===== src/fcm_pkg.sv =====
// Purpose: shared constants and types for the flash command-mode host controller
// Assumes: 100 MHz mclk_in, x16 flash data path
// Notes:   register map is word aligned on AXI4-Lite
package fcm_pkg;

  // ==========================================================================
  // clock and pin timing
  localparam int CLK_MHZ    = 100;
  localparam int T_WP_NS    = 35;   // write pulse low, least
  localparam int T_WPH_NS   = 20;   // write pulse high, least
  localparam int T_ACC_NS   = 70;   // read access, least wait
  localparam int SYNC_STAGE = 2;
  localparam int WP_CYC     = (T_WP_NS * CLK_MHZ + 999) / 1000;
  localparam int WPH_CYC    = (T_WPH_NS * CLK_MHZ + 999) / 1000;
  localparam int ACC_CYC    = (T_ACC_NS * CLK_MHZ + 999) / 1000 + SYNC_STAGE;

  // ==========================================================================
  // register map (byte addresses)
  localparam logic [7:0] REG_CTRL   = 8'h00;
  localparam logic [7:0] REG_ADDR   = 8'h04;
  localparam logic [7:0] REG_WDATA  = 8'h08;
  localparam logic [7:0] REG_STATUS = 8'h0c;
  localparam logic [7:0] REG_RDATA  = 8'h10;

  // ctrl fields
  localparam int CTRL_OP_LSB = 0;
  localparam int CTRL_ESR    = 3;
  localparam int CTRL_AUTO   = 4;
  // status fields
  localparam int ST_BUSY     = 0;
  localparam int ST_MODE_LSB = 1;
  localparam int ST_ESR      = 3;
  localparam int ST_TMO      = 4;
  localparam int ST_ABT      = 5;
  localparam int ST_REFUSED  = 6;

  localparam logic [1:0] RESP_OKAY   = 2'b00;
  localparam logic [1:0] RESP_SLVERR = 2'b10;

  // ==========================================================================
  // flash commands
  localparam logic [15:0] CMD_UNLOCK1  = 16'h00aa;
  localparam logic [15:0] CMD_UNLOCK2  = 16'h0055;
  localparam logic [15:0] CMD_AUTOSEL  = 16'h0090;
  localparam logic [15:0] CMD_RESET    = 16'h00f0;
  localparam logic [15:0] CMD_QUERY    = 16'h0098;
  localparam logic [11:0] ADR_UNLOCK1  = 12'h555;
  localparam logic [11:0] ADR_UNLOCK2  = 12'h2aa;
  localparam logic [11:0] ADR_QUERY    = 12'h055;
  localparam int          TIMEOUT_FLAG_BIT      = 5;
  localparam int          BUFFER_ABORT_FLAG_BIT = 1;

  // ==========================================================================
  // types
  typedef enum logic [2:0] {
    OP_READ    = 3'b000,
    OP_WRITE   = 3'b001,
    OP_RESET   = 3'b010,
    OP_QUERY   = 3'b011,
    OP_AUTOSEL = 3'b100,
    OP_ABORT   = 3'b101
  } fcm_op_t;

  typedef enum logic [1:0] {
    MODE_READ    = 2'b00,
    MODE_QUERY   = 2'b01,
    MODE_AUTOSEL = 2'b10
  } fcm_mode_t;

  typedef struct packed {
    logic [31:0] addr;
    logic [15:0] data;
  } fcm_cycle_t;

endpackage


===== src/fcm_host.sv =====
// Purpose: host controller that drives a NOR flash command register over its pins
// Assumes: flash pins asynchronous to mclk_in; AXI4-Lite slave for software
// Notes:   one flash operation at a time; write CTRL to launch an operation
//
// Functional notes
// - after bad sequences the host issues reset to resume array reads.
// - timeout flag seen high makes host issue reset.
// - buffer-abort flag high makes host issue the abort-reset sequence.
// - autoselect is two unlocks then command, only from read modes.
// - query entry is 98h at 55h from read mode; reset leaves it.
//
// The implementer's own choices: the register offsets and the AXI4-Lite register port.
`timescale 1ns/100ps

module fcm_host
  import fcm_pkg::*;
#(
  parameter int ADDR_W = 24
)(
  // clock and reset
  input  wire logic              mclk_in,
  input  wire logic              sys_rst_in,
  // axi4-lite write address / data / response
  input  wire logic [7:0]        s_axi_awaddr_in,
  input  wire logic              s_axi_awvalid_in,
  output logic                   s_axi_awready_out,
  input  wire logic [31:0]       s_axi_wdata_in,
  input  wire logic [3:0]        s_axi_wstrb_in,
  input  wire logic              s_axi_wvalid_in,
  output logic                   s_axi_wready_out,
  output logic [1:0]             s_axi_bresp_out,
  output logic                   s_axi_bvalid_out,
  input  wire logic              s_axi_bready_in,
  // axi4-lite read
  input  wire logic [7:0]        s_axi_araddr_in,
  input  wire logic              s_axi_arvalid_in,
  output logic                   s_axi_arready_out,
  output logic [31:0]            s_axi_rdata_out,
  output logic [1:0]             s_axi_rresp_out,
  output logic                   s_axi_rvalid_out,
  input  wire logic              s_axi_rready_in,
  // flash pins
  output logic [ADDR_W-1:0]      flash_addr_out,
  output logic                   flash_ce_n_out,
  output logic                   flash_we_n_out,
  output logic                   flash_oe_n_out,
  output logic [15:0]            flash_dq_out,
  output logic                   flash_dq_oe_out,
  input  wire logic [15:0]       flash_dq_in
);

  // ==========================================================================
  // helpers
  function automatic logic [1:0] op_len(input fcm_op_t op);
    op_len = (op == OP_AUTOSEL || op == OP_ABORT) ? 2'd3 : 2'd1;
  endfunction

  function automatic fcm_cycle_t op_cycle(input fcm_op_t op, input logic [1:0] step,
                                          input logic [31:0] a, input logic [15:0] d);
    fcm_cycle_t c;
    c = '{addr: a, data: d};
    // unlock, unlock, then the mode command
    if (op == OP_AUTOSEL || op == OP_ABORT)
    begin
      case (step)
        2'd0:    c = '{addr: {20'h00000, ADR_UNLOCK1}, data: CMD_UNLOCK1};
        2'd1:    c = '{addr: {20'h00000, ADR_UNLOCK2}, data: CMD_UNLOCK2};
        default: c = '{addr: {20'h00000, ADR_UNLOCK1}, data: (op == OP_AUTOSEL) ? CMD_AUTOSEL : CMD_RESET};
      endcase
    end
    // reset address is don't-care, keep the user's
    else if (op == OP_RESET)
      c.data = CMD_RESET;
    else if (op == OP_QUERY)
      c = '{addr: {20'h00000, ADR_QUERY}, data: CMD_QUERY};
    op_cycle = c;
  endfunction

  function automatic logic [31:0] merge(input logic [31:0] old, input logic [31:0] nw,
                                        input logic [3:0] be);
    for (int i = 0; i < 4; i++)
      old[i*8 +: 8] = be[i] ? nw[i*8 +: 8] : old[i*8 +: 8];
    merge = old;
  endfunction

  // ==========================================================================
  // state
  typedef enum logic [2:0] {
    ST_IDLE   = 3'b000,
    ST_ISSUE  = 3'b001,
    ST_WE_LO  = 3'b010,
    ST_WE_HI  = 3'b011,
    ST_RD     = 3'b100,
    ST_FINISH = 3'b101
  } fcm_state_t;

  fcm_state_t  state_ff;
  fcm_mode_t   mode_ff;
  fcm_op_t     op_ff;
  logic [1:0]  step_ff;
  logic [7:0]  cnt_ff;
  logic [4:0]  ctrl_ff;
  logic [31:0] addr_ff;
  logic [31:0] wdata_ff;
  logic [15:0] rword_ff;
  logic        tmo_ff;
  logic        abt_ff;
  logic        refused_ff;
  logic [15:0] dq_meta_ff;
  logic [15:0] dq_sync_ff;
  logic [7:0]  awaddr_ff;
  logic [31:0] wd_ff;
  logic [3:0]  wstrb_ff;
  logic        aw_got_ff;
  logic        w_got_ff;

  // ==========================================================================
  // axi decode
  wire         aw_fire  = s_axi_awvalid_in & s_axi_awready_out;
  wire         w_fire   = s_axi_wvalid_in & s_axi_wready_out;
  wire         ar_fire  = s_axi_arvalid_in & s_axi_arready_out;
  wire         wr_do    = aw_got_ff & w_got_ff & ~s_axi_bvalid_out;
  wire         wr_ctrl  = wr_do & (awaddr_ff == REG_CTRL);
  wire         wr_map   = (awaddr_ff == REG_CTRL) | (awaddr_ff == REG_ADDR) | (awaddr_ff == REG_WDATA)
                          | (awaddr_ff == REG_STATUS);
  wire         clr_tmo  = wr_do & (awaddr_ff == REG_STATUS) & wstrb_ff[0] & wd_ff[ST_TMO];
  wire         clr_abt  = wr_do & (awaddr_ff == REG_STATUS) & wstrb_ff[0] & wd_ff[ST_ABT];
  wire         clr_ref  = wr_do & (awaddr_ff == REG_STATUS) & wstrb_ff[0] & wd_ff[ST_REFUSED];
  wire         busy     = (state_ff != ST_IDLE);
  wire [31:0]  ctrl_new = merge({27'h0, ctrl_ff}, wd_ff, wstrb_ff);
  wire fcm_op_t req_op  = fcm_op_t'(ctrl_new[CTRL_OP_LSB +: 3]);
  // autoselect only from read or erase-suspend-read
  // query only while array reads are possible (or from autoselect)
  wire         allowed  = ~busy & ~((req_op == OP_AUTOSEL) & (mode_ff != MODE_READ))
                          & ~((req_op == OP_QUERY) & (mode_ff == MODE_QUERY));
  wire         launch   = wr_ctrl & allowed;
  wire fcm_cycle_t cyc  = op_cycle(op_ff, step_ff, addr_ff, wdata_ff[15:0]);
  wire         last_stp = (step_ff == op_len(op_ff) - 2'd1);
  wire         cnt_end  = (cnt_ff == 8'd1);
  wire [31:0]  status   = {25'h0, refused_ff, abt_ff, tmo_ff, ctrl_ff[CTRL_ESR], mode_ff, busy};
  // timeout seen on a status read asks for reset
  wire         need_rst = ctrl_ff[CTRL_AUTO] & (op_ff == OP_READ) & dq_sync_ff[TIMEOUT_FLAG_BIT];
  // buffer abort seen asks for the abort-reset sequence
  wire         need_abt = ctrl_ff[CTRL_AUTO] & (op_ff == OP_READ) & dq_sync_ff[BUFFER_ABORT_FLAG_BIT];
  wire [31:0]  rd_mux   = (s_axi_araddr_in == REG_CTRL)   ? {27'h0, ctrl_ff} :
                          (s_axi_araddr_in == REG_ADDR)   ? addr_ff :
                          (s_axi_araddr_in == REG_WDATA)  ? wdata_ff :
                          (s_axi_araddr_in == REG_STATUS) ? status :
                          (s_axi_araddr_in == REG_RDATA)  ? {16'h0, rword_ff} : 32'h0;
  wire         rd_map   = (s_axi_araddr_in == REG_CTRL) | (s_axi_araddr_in == REG_ADDR)
                          | (s_axi_araddr_in == REG_WDATA) | (s_axi_araddr_in == REG_STATUS)
                          | (s_axi_araddr_in == REG_RDATA);
  wire         nxt_aw   = (aw_got_ff | aw_fire) & ~wr_do;
  wire         nxt_w    = (w_got_ff | w_fire) & ~wr_do;
  wire         nxt_b    = wr_do | (s_axi_bvalid_out & ~s_axi_bready_in);
  wire         nxt_r    = ar_fire | (s_axi_rvalid_out & ~s_axi_rready_in);

  // ==========================================================================
  // axi slave
  always_ff @(posedge mclk_in or posedge sys_rst_in)
  begin
    if (sys_rst_in)
    begin
      aw_got_ff         <= 1'b0;
      w_got_ff          <= 1'b0;
      awaddr_ff         <= 8'h00;
      wd_ff             <= 32'h0;
      wstrb_ff          <= 4'h0;
      s_axi_awready_out <= 1'b0;
      s_axi_wready_out  <= 1'b0;
      s_axi_bvalid_out  <= 1'b0;
      s_axi_bresp_out   <= RESP_OKAY;
      s_axi_arready_out <= 1'b0;
      s_axi_rvalid_out  <= 1'b0;
      s_axi_rresp_out   <= RESP_OKAY;
      s_axi_rdata_out   <= 32'h0;
    end
    else
    begin
      aw_got_ff         <= nxt_aw;
      w_got_ff          <= nxt_w;
      if (aw_fire)
        awaddr_ff <= s_axi_awaddr_in;
      if (w_fire)
      begin
        wd_ff    <= s_axi_wdata_in;
        wstrb_ff <= s_axi_wstrb_in;
      end
      s_axi_awready_out <= ~nxt_aw & ~nxt_b;
      s_axi_wready_out  <= ~nxt_w & ~nxt_b;
      s_axi_bvalid_out  <= nxt_b;
      if (wr_do)
        s_axi_bresp_out <= wr_map ? RESP_OKAY : RESP_SLVERR;
      s_axi_arready_out <= ~nxt_r & ~ar_fire;
      s_axi_rvalid_out  <= nxt_r;
      if (ar_fire)
      begin
        s_axi_rdata_out <= rd_mux;
        s_axi_rresp_out <= rd_map ? RESP_OKAY : RESP_SLVERR;
      end
    end
  end

  // ==========================================================================
  // software registers and sticky flags (set beats clear)
  always_ff @(posedge mclk_in or posedge sys_rst_in)
  begin
    if (sys_rst_in)
    begin
      ctrl_ff    <= 5'h0;
      addr_ff    <= 32'h0;
      wdata_ff   <= 32'h0;
      tmo_ff     <= 1'b0;
      abt_ff     <= 1'b0;
      refused_ff <= 1'b0;
    end
    else
    begin
      if (wr_ctrl & ~busy)
        ctrl_ff <= ctrl_new[4:0];
      if (wr_do & (awaddr_ff == REG_ADDR) & ~busy)
        addr_ff <= merge(addr_ff, wd_ff, wstrb_ff);
      if (wr_do & (awaddr_ff == REG_WDATA) & ~busy)
        wdata_ff <= merge(wdata_ff, wd_ff, wstrb_ff);
      tmo_ff     <= (state_ff == ST_FINISH && op_ff == OP_READ && dq_sync_ff[TIMEOUT_FLAG_BIT])
                    | (tmo_ff & ~clr_tmo);
      abt_ff     <= (state_ff == ST_FINISH && op_ff == OP_READ && dq_sync_ff[BUFFER_ABORT_FLAG_BIT])
                    | (abt_ff & ~clr_abt);
      refused_ff <= (wr_ctrl & ~allowed) | (refused_ff & ~clr_ref);
    end
  end

  // ==========================================================================
  // pin input synchroniser
  always_ff @(posedge mclk_in or posedge sys_rst_in)
  begin
    if (sys_rst_in)
    begin
      dq_meta_ff <= 16'h0;
      dq_sync_ff <= 16'h0;
    end
    else
    begin
      dq_meta_ff <= flash_dq_in;
      dq_sync_ff <= dq_meta_ff;
    end
  end

  // ==========================================================================
  // flash cycle engine
  always_ff @(posedge mclk_in or posedge sys_rst_in)
  begin
    if (sys_rst_in)
    begin
      state_ff        <= ST_IDLE;
      mode_ff         <= MODE_READ;
      op_ff           <= OP_READ;
      step_ff         <= 2'd0;
      cnt_ff          <= 8'd0;
      rword_ff        <= 16'h0;
      flash_addr_out  <= '0;
      flash_ce_n_out  <= 1'b1;
      flash_we_n_out  <= 1'b1;
      flash_oe_n_out  <= 1'b1;
      flash_dq_out    <= 16'h0;
      flash_dq_oe_out <= 1'b0;
    end
    else
    begin
      case (state_ff)
        ST_IDLE:
          if (launch)
          begin
            op_ff    <= req_op;
            step_ff  <= 2'd0;
            state_ff <= ST_ISSUE;
          end
        ST_ISSUE:
        begin
          // address set, both strobes fall and write data driven, all in the same cycle
          flash_addr_out <= cyc.addr[ADDR_W-1:0];
          flash_ce_n_out <= 1'b0;
          if (op_ff == OP_READ)
          begin
            flash_oe_n_out <= 1'b0;
            cnt_ff         <= 8'(ACC_CYC);
            state_ff       <= ST_RD;
          end
          else
          begin
            flash_we_n_out  <= 1'b0;
            flash_dq_out    <= cyc.data;
            flash_dq_oe_out <= 1'b1;
            cnt_ff          <= 8'(WP_CYC);
            state_ff        <= ST_WE_LO;
          end
        end
        ST_WE_LO:
        begin
          cnt_ff <= cnt_ff - 8'd1;
          if (cnt_end)
          begin
            // data stays driven past the rising strobe
            flash_we_n_out <= 1'b1;
            flash_ce_n_out <= 1'b1;
            cnt_ff         <= 8'(WPH_CYC);
            state_ff       <= ST_WE_HI;
          end
        end
        ST_WE_HI:
        begin
          cnt_ff          <= cnt_ff - 8'd1;
          flash_dq_oe_out <= 1'b0;
          if (cnt_end)
          begin
            step_ff  <= step_ff + 2'd1;
            state_ff <= last_stp ? ST_FINISH : ST_ISSUE;
          end
        end
        ST_RD:
        begin
          cnt_ff <= cnt_ff - 8'd1;
          if (cnt_end)
          begin
            rword_ff       <= dq_sync_ff;
            flash_oe_n_out <= 1'b1;
            flash_ce_n_out <= 1'b1;
            state_ff       <= ST_FINISH;
          end
        end
        ST_FINISH:
        begin
          // reset leaves autoselect; erase-suspend context kept by device
          // any reset returns tracking to read-array
          if (op_ff == OP_RESET || op_ff == OP_ABORT)
            mode_ff <= MODE_READ;
          else if (op_ff == OP_QUERY)
            mode_ff <= MODE_QUERY;
          else if (op_ff == OP_AUTOSEL)
            mode_ff <= MODE_AUTOSEL;
          step_ff <= 2'd0;
          // abort-reset takes priority over plain reset
          if (need_abt)
          begin
            op_ff    <= OP_ABORT;
            state_ff <= ST_ISSUE;
          end
          else if (need_rst)
          begin
            op_ff    <= OP_RESET;
            state_ff <= ST_ISSUE;
          end
          else
            state_ff <= ST_IDLE;
        end
        default:
          state_ff <= ST_IDLE;
      endcase
    end
  end

endmodule // fcm_host


===== config.mk =====
export PLATFORM = sky130hd
export DESIGN_NAME = fcm_host
export DESIGN_NICKNAME = d
export VERILOG_FILES = /design/src/fcm_pkg.sv /design/src/fcm_host.sv
export SDC_FILE = /design/constraint.sdc
export NUM_CORES = 1
export LEC_CHECK = 0
export BUFFER_PORTS_ARGS = -buffer_cell sky130_fd_sc_hd__clkbuf_2
export CAP_MARGIN = 0
export CORE_ASPECT_RATIO = 1.75
export CORE_MARGIN = 2
export CORE_UTILIZATION = 30
export CTS_CLUSTER_SIZE = 16
export DETAILED_ROUTE_END_ITERATION = 16
export SYNTH_ARGS = -nofsm -noshare
export SYNTH_HDL_FRONTEND = slang
export SYNTH_SLANG_ARGS = --single-unit

===== constraint.sdc =====
create_clock -name mclk_in -period 8.8 [get_ports mclk_in]
set_clock_uncertainty 0.05 [all_clocks]
set_input_delay 0.88 -clock mclk_in [delete_from_list [all_inputs] [get_ports mclk_in]]
set_output_delay 0.88 -clock mclk_in [all_outputs]
set_load 0.01 [all_outputs]

==> results of run 1 <==
==> power groups by stage <==
stage	logic, W	registers [W]	clock network, W
floorplan	0.000541	0.00162	0
global placement	0.000685	0.00172	0
detailed placement	0.000704	0.00172	0
CTS	0.000705	0.00170	0.00127
global route	0.000778	0.00174	0.00131
finish	0.000694	0.00170	0.00124
==> per-stage QoR <==
stage,instances,total power (W),setup slack (ns),utilization [%]
floorplan,932,0.00216,0.521,-
global placement,1517,0.00240,5.37,33.6
detailed placement,1517,0.00243,5.20,33.6
CTS,1567,0.00368,5.77,36.1
global route,1567,0.00383,5.62,36.1
finish,1567,0.00363,5.81,36.1
==> cell usage after synthesis (10+ instances only) <==
master	count
dfrtp_1	264
mux2_2	125
nand2_1	122
o21ai_0	71
nor2_1	44
a21oi_1	38
clkbuf_1	37
a22oi_1	23
a22o_1	15
inv_1	14
nand3_1	13
a221oi_1	10
nor2b_1	10
==> cells by family (layout without fill, tap and decap cells) <==
family	after synthesis	count (layout)	synth area share [%]
buffers and inverters	67	227	2.53
muxes	138	138	14.1
and+or+nand+nor	247	247	10.6
DFF	267	267	60.3
xor gates and xnor gates	7	7	0.553
AOI/OAI and AO/OA	198	198	11.3
other	1	2	0.0338
adders and majority gates	6	6	0.677
==> layout make-up <==
class	count	area [µm²]
fill	3620	23400
sequential	267	6690
multi-input combinational	598	4130
timing repair buffer	163	831
clock buffer	32	704
tap	475	594
clock inverter	18	239
inverter	14	60.1
==> critical path: cells and delay by family <==
family,cells,cell delay (ns)
AOI/OAI and AO/OA,2,0.37
buffers and inverters,1,0.08
and+or+nand+nor,3,2.07
==> routing by layer <==
layer | GRT usage, % | share of wire [%] | up-vias
li1 | - | - | 3571
met1 | 18.1 | 39 | 3841
met2 | 29.2 | 54 | 178
met3 | 2.18 | 3.7 | 53
met4 | 6.32 | 3.2 | 0
met5 | 0 | 0 | -
==> layout by cell type, fill, tap and decap left out, drive strengths merged, types with 2 or more instances in the layout <==
cell type / Yosys / final
a41oi: 2 / 2
a22o: 15 / 15
and3: 5 / 5
clkbuf: 38 / 189
nor3: 10 / 10
ha: 6 / 6
nor2: 46 / 46
conb: 1 / 2
a22oi: 23 / 23
bufinv: 0 / 5
a31oi: 6 / 6
and2: 6 / 6
or4: 4 / 4
a21o: 4 / 4
o21a: 3 / 3
nand2: 127 / 127
nand2b: 8 / 8
nor4b: 3 / 3
clkinv: 0 / 9
dfrtp: 264 / 264
nor2b: 10 / 10
nand3b: 3 / 3
xor2: 2 / 2
or3: 4 / 4
mux2: 131 / 131
a21oi: 38 / 38
buf: 15 / 6
nand3: 14 / 14
a221oi: 10 / 10
o21ai: 74 / 74
mux2i: 6 / 6
inv: 14 / 17
o22a: 2 / 2
o22ai: 7 / 7
o211ai: 5 / 5
xnor2: 5 / 5
nor4: 3 / 3
dfstp: 3 / 3
==> registers in the layout (all words and copies together) (netlist names), 2 cells and up <==
signal           cells
addr_ff             32
s_axi_rdata_out     32
wd_ff               32
wdata_ff            32
flash_addr_out      24
dq_meta_ff          16
dq_sync_ff          16
flash_dq_out        16
rword_ff            16
awaddr_ff            8
cnt_ff               8
ctrl_ff              5
wstrb_ff             4
op_ff                3
state_ff             3
mode_ff              2
step_ff              2
==> worst max-delay path by stage <==
stage	endpoint	slack [ns]	cells after the start
finish	s_axi_rdata_out[30]	5.81	6
floorplan	abt_ff	0.52	1
global route	s_axi_rdata_out[16]	5.62	6
detailed placement	s_axi_rdata_out[30]	5.20	6
global placement	s_axi_rdata_out[27]	5.37	6
CTS	s_axi_rdata_out[16]	5.77	6
==> results.py, run 1 <==
metrics = {
    "drt": {
        "drc": 0,
        "wire_per_inst_um": 19.2,
        "totalWireLength_um": 30100,
        "drt_pre_antenna_iters": 4,
        "via_per_inst": 4.88,
        "drtIter0Drc": 399,
        "route.vias.total": 7643,
        "antenna_left": 0,
    },
    "floorplan": {
        "chipWidth_um": 149,
        "std_cell_rows": 93,
        "initial_core_util_pct": 30.2,
        "core-area_um2": 36700,
        "die_area_um2": 38600,
        "ioPinCount": 160,
        "die_y_um": 258,
    },
    "grt": {
        "grt_pass1_wl_um": 47100,
        "grt_pass1_vias": 8012,
        "grt_use_total_pct": 15.8,
        "grt_max_degree": 135,
        "antenna_found_initial": 0,
        "grt_overflow": 0,
    },
    "synthesis": {
        "async_reset_ff_share_pct": 100,
        "syn_area_um2": 11100,
        "synth_enable_flop_cells": 0,
        "yosys.area.top_type": "dfrtp_1",
        "yosysWarnings": 0,
        "synth_cell_types": 64,
        "syn_inst": 931,
        "yosysSeqAreaShare_pct": 60.3,
        "yosys_most_used_dff": "dfrtp_1",
        "synth_top_area_share_pct": 59.6,
        "syn_area_per_cell_um2": 11.9,
        "synth-seq-cells": 267,
        "netlist_top_cells_area": "dfrtp_1 60%, mux2_2 13%, nand2_1 4.1%",
    },
    "timing": {
        "finalHoldViolCount": 0,
        "worst_pin_slew_ns": 1.16,
        "slew_headroom_pct": 22.4,
        "finalSetupTns_ns": 0,
        "slew_viol_final": 0,
        "finalCritPeriodShare_pct": 34.0,
        "hold-worst-slack_ns": 0.299,
        "finalCriticalPeriod_ns": 2.99,
        "finalSetupViolCount": 0,
        "max_freq_mhz": 334,
        "rsz0062_at_grt": "false",
    },
    "power": {
        "p_sw_share_pct": 30.8,
        "clockPowerShare_pct": 34.0,
        "p_per_area_nw_per_um2": 274,
        "p_int_w": 0.00251,
        "combPwrFrac_pct": 19.1,
        "leakage_nw": 6.23,
        "ir_drop_uv": 142,
        "p_switching_w": 0.00112,
        "seq_power_share_pct": 46.8,
    },
    "setup_path": {
        "crit_path_top_delay_cell": "nor3_2",
        "r2r_cells": 5,
        "timing.rr.start": "state_ff[1]",
        "required_ns": 9.21,
        "worstPathCellList": "clkbuf_2, or4_1, nor3_2, and2_1, a22oi_1, o21ai_0",
        "r2r_setup_slack_ns": 5.84,
        "critPathMaxStageDelay_ns": 0.70,
        "worstSetupStartpoint": "s_axi_araddr_in[5]",
        "path_class": "primary input to flip-flop",
        "arrival_ns": 3.40,
        "worstSetupStartpointType": "primary input",
        "path_max_fanout": 16,
        "cp-end-kind": "flip-flop",
        "r2r_end": "wdata_ff[5]",
    },
    "clock_tree": {
        "numCtsBuffers": 27,
        "clock_latency_ns": 0.56,
        "postCtsResizedCells": 0,
        "clkSlewWorstSetupHoldPaths_ns": 0.06,
        "cts_hold_buf": 0,
        "cts_tree": "built",
        "h-tree-depth": 1,
        "post_cts_buffers": 0,
        "clk_path_buf_depth": 3,
        "root_buffer": "clkbuf_16",
        "clock-sinks": 267,
    },
    "layout": {
        "fin_nets": 1152,
        "final_layout_size_suffix_gt1_share_pct": 32.8,
        "diodes": 0,
        "area_delta_synth_final_pct": 19.5,
        "fin_area_um2": 13200,
    },
    "min_path": {
        "whs_path_depth": 0,
        "whs_endpoint": "dq_sync_ff[3]",
        "hp-start": "dq_meta_ff[3]",
        "hold_path.class": "flip-flop to flip-flop",
    },
    "place": {
        "placed_cell_area_um2": 12300,
        "place_congestion": 0.835,
        "hpwlAfterDp_um": 21600,
        "numPortBuffers": 157,
    },
    "outcome": {
        "status": "complete, no violations",
    },
    "run": {
        "maxCapViolations": 0,
    },
}
Power figures use the tool's default switching activity.
==> run 2: changes to the inputs <==
ABC_AREA = 1   (was not set)
clock period = 2.4 ns   (was 8.8 ns; I/O delays follow)
==> results.py, run 2 <==
metrics = {
    "timing": {
        "max_freq_mhz": 494,
        "finalCriticalPeriod_ns": 2.02,
        "slew_viol_final": 0,
        "worst_pin_slew_ns": 0.538,
        "finalSetupViolCount": 0,
        "finalHoldViolCount": 0,
        "finalCritPeriodShare_pct": 84.3,
        "rsz0062_at_grt": "false",
        "slew_headroom_pct": 64.1,
    },
    "setup_path": {
        "required_ns": 2.76,
        "setup.worst_path.end": "addr_ff[12]",
        "r2r_end": "addr_ff[12]",
        "arrival_ns": 2.38,
        "path_class": "flip-flop to flip-flop",
        "timing.rr.start": "state_ff[0]",
        "r2r_setup_slack_ns": 0.38,
        "worstSetupStartpoint": "state_ff[0]",
        "worstSetupStartpointType": "flip-flop",
        "cp-end-kind": "flip-flop",
        "r2r_cells": 8,
        "path_max_fanout": 16,
    },
    "layout": {
        "fin_area_um2": 14300,
        "final_common_cell": "nand2_1",
        "mostFrequentLayoutCells": "365 x nand2_1, 264 x dfrtp_1, 157 x clkbuf_2, 115 x inv_1, 103 x o21ai_0",
        "final_core_util_pct": 38.2,
        "fin_nets": 1542,
        "finalNonFillerCells": 1961,
        "diodes": 0,
        "fill_cells": 3747,
        "final_layout_size_suffix_gt1_share_pct": 21.5,
        "area_delta_synth_final_pct": 26.5,
    },
    "grt": {
        "grt_max_degree": 71,
        "antenna_found_initial": 0,
        "grt_pass1_wl_um": 50100,
        "grt_overflow": 0,
        "grt_pass1_vias": 9362,
        "grt_use_total_pct": 16.4,
    },
    "drt": {
        "drt_pre_antenna_iters": 6,
        "route.vias.total": 8976,
        "drc": 0,
        "wire_per_inst_um": 16.0,
        "drtIter0Drc": 446,
        "via_per_inst": 4.58,
        "antenna_left": 0,
        "totalWireLength_um": 31500,
    },
    "run": {
        "maxCapViolations": 0,
    },
    "synthesis": {
        "yosysSeqAreaShare_pct": 59.2,
        "yosysWarnings": 0,
        "yosys.area.top_type": "dfrtp_1",
        "syn_inst": 1222,
        "synth-seq-cells": 267,
        "synth_top_area_share_pct": 58.5,
        "synth_cell_types": 41,
        "synth.most_common_cell": "nand2_1",
        "yosys_most_used_dff": "dfrtp_1",
        "syn_area_um2": 11300,
        "async_reset_ff_share_pct": 100,
        "netlist_top_cells_area": "dfrtp_1 59%, nand2_1 12%, o21ai_0 4.6%",
        "synth_enable_flop_cells": 0,
        "yosys-top-cells-count": "366 x nand2_1, 264 x dfrtp_1, 116 x inv_1",
        "syn_area_per_cell_um2": 9.24,
    },
    "clock_tree": {
        "postCtsResizedCells": 0,
        "clock_latency_ns": 0.54,
        "clock-sinks": 267,
        "numCtsBuffers": 26,
        "h-tree-depth": 1,
        "clkSlewWorstSetupHoldPaths_ns": 0.06,
        "root_buffer": "clkbuf_16",
        "cts_tree": "built",
        "clk_path_buf_depth": 3,
    },
    "power": {
        "leakage_nw": 7.13,
        "ir_drop_uv": 449,
        "power.total_w": 0.0141,
        "p_per_area_nw_per_um2": 986,
    },
    "place": {
        "place_inst": 1847,
        "hpwlAfterDp_um": 23900,
        "placed_cell_area_um2": 12700,
        "place_congestion": 0.924,
        "numPortBuffers": 157,
    },
    "floorplan": {
        "chipWidth_um": 151,
        "std_cell_rows": 94,
        "initial_core_util_pct": 30.2,
        "die_y_um": 261,
        "ioPinCount": 160,
        "die_area_um2": 39300,
        "core-area_um2": 37400,
    },
    "outcome": {
        "status": "complete, no violations",
    },
    "min_path": {
        "hold_path.class": "primary input to flip-flop",
    },
}
run 2: changes by cell type after synthesis, moves of 15 or more:
cell,change
a22o_1,-15
a22oi_1,-23
clkbuf_1,-19
inv_1,+102
mux2_2,-116
nand2_1,+244
nand3_1,+65
o21ai_0,+32
o21ai_1,+32
o21ai_2,+32
run 2: how the worst min path moves through the flow:
stage	to	slack, ns	cells past startpoint	from
after floorplan	dq_meta_ff[0]	0.22	0	flash_dq_in[0]
after global placement	wd_ff[14]	0.26	2	sys_rst_in
after CTS	awaddr_ff[1]	0.02	4	s_axi_awvalid_in
after detailed placement	wd_ff[14]	0.26	2	sys_rst_in
final	awaddr_ff[1]	0.05	4	s_axi_awvalid_in
after global routing	awaddr_ff[0]	0.08	4	s_axi_awvalid_in
run 2: what timing repair did:
item | 4_1_cts | 5_1_grt
hold buffers | 66 | 0
endpoints found under the hold margin | 75 | 0
setup buffers | 0 | 0
run 2: per-layer routing:
layer | up-vias | track usage [%] | share of wire (%)
met2 | 224 | 29.6 | 51
li1 | 4430 | - | -
met5 | - | 0 | 0
met1 | 4241 | 17.9 | 37
met4 | 0 | 10.0 | 6.5
met3 | 81 | 2.34 | 4.6
run 2: cell families (layout without fill, tap and decap cells):
kind of cell             after synthesis  count (layout)  synth area share (%)
other                                  1               2                0.0332
AND/OR/NAND/NOR                      544             544                  20.9
adder cells (fa/ha/maj)                6               6                 0.665
AO/OA/AOI/OAI                        221             221                  11.3
flip-flops                           267             267                  59.2
XOR/XNOR                               3               3                 0.233
multiplexers                          14              14                  1.56
buffers and inverters                166             424                  6.16
run 2: report_power, final:
group / switching [W] / internal [W] / total, W
registers: 0.000607 / 0.00550 / 0.00611
logic: 0.00257 / 0.00129 / 0.00386
clock network: 0.00175 / 0.00235 / 0.00410
run 2: metrics by stage:
step,hold slack (ns),setup slack [ns],setup TNS [ns]
after global routing,0.0808,0.193,0
after global placement,0.262,0.437,0
after detailed placement,0.257,0.382,0
final,0.0520,0.376,0
after floorplan,0.221,-1.41,-374.48
after CTS,0.0226,0.374,0
run 2: worst max-delay path, stage by stage (launching register included):
cell and delay (ns):
dfrtp_1 0.42, nor2_1 0.13, inv_2 0.07, nor2_4 0.14, inv_2 0.11, nor3_4 0.28, nand3_2 0.42, nand2_1 0.21
o21ai_2 0.07
run 2: final cells by class:
cell class / instances / area, µm² / share of cell area (%)
repair buffers: 251 / 1730 / 12.1
multi-input cells: 790 / 3920 / 27.4
flip-flops and latches: 267 / 6690 / 46.8
clock buffers: 36 / 769 / 5.39
inverters: 125 / 473 / 3.31
clock inverters: 12 / 103 / 0.718
well taps: 480 / 601 / 4.21
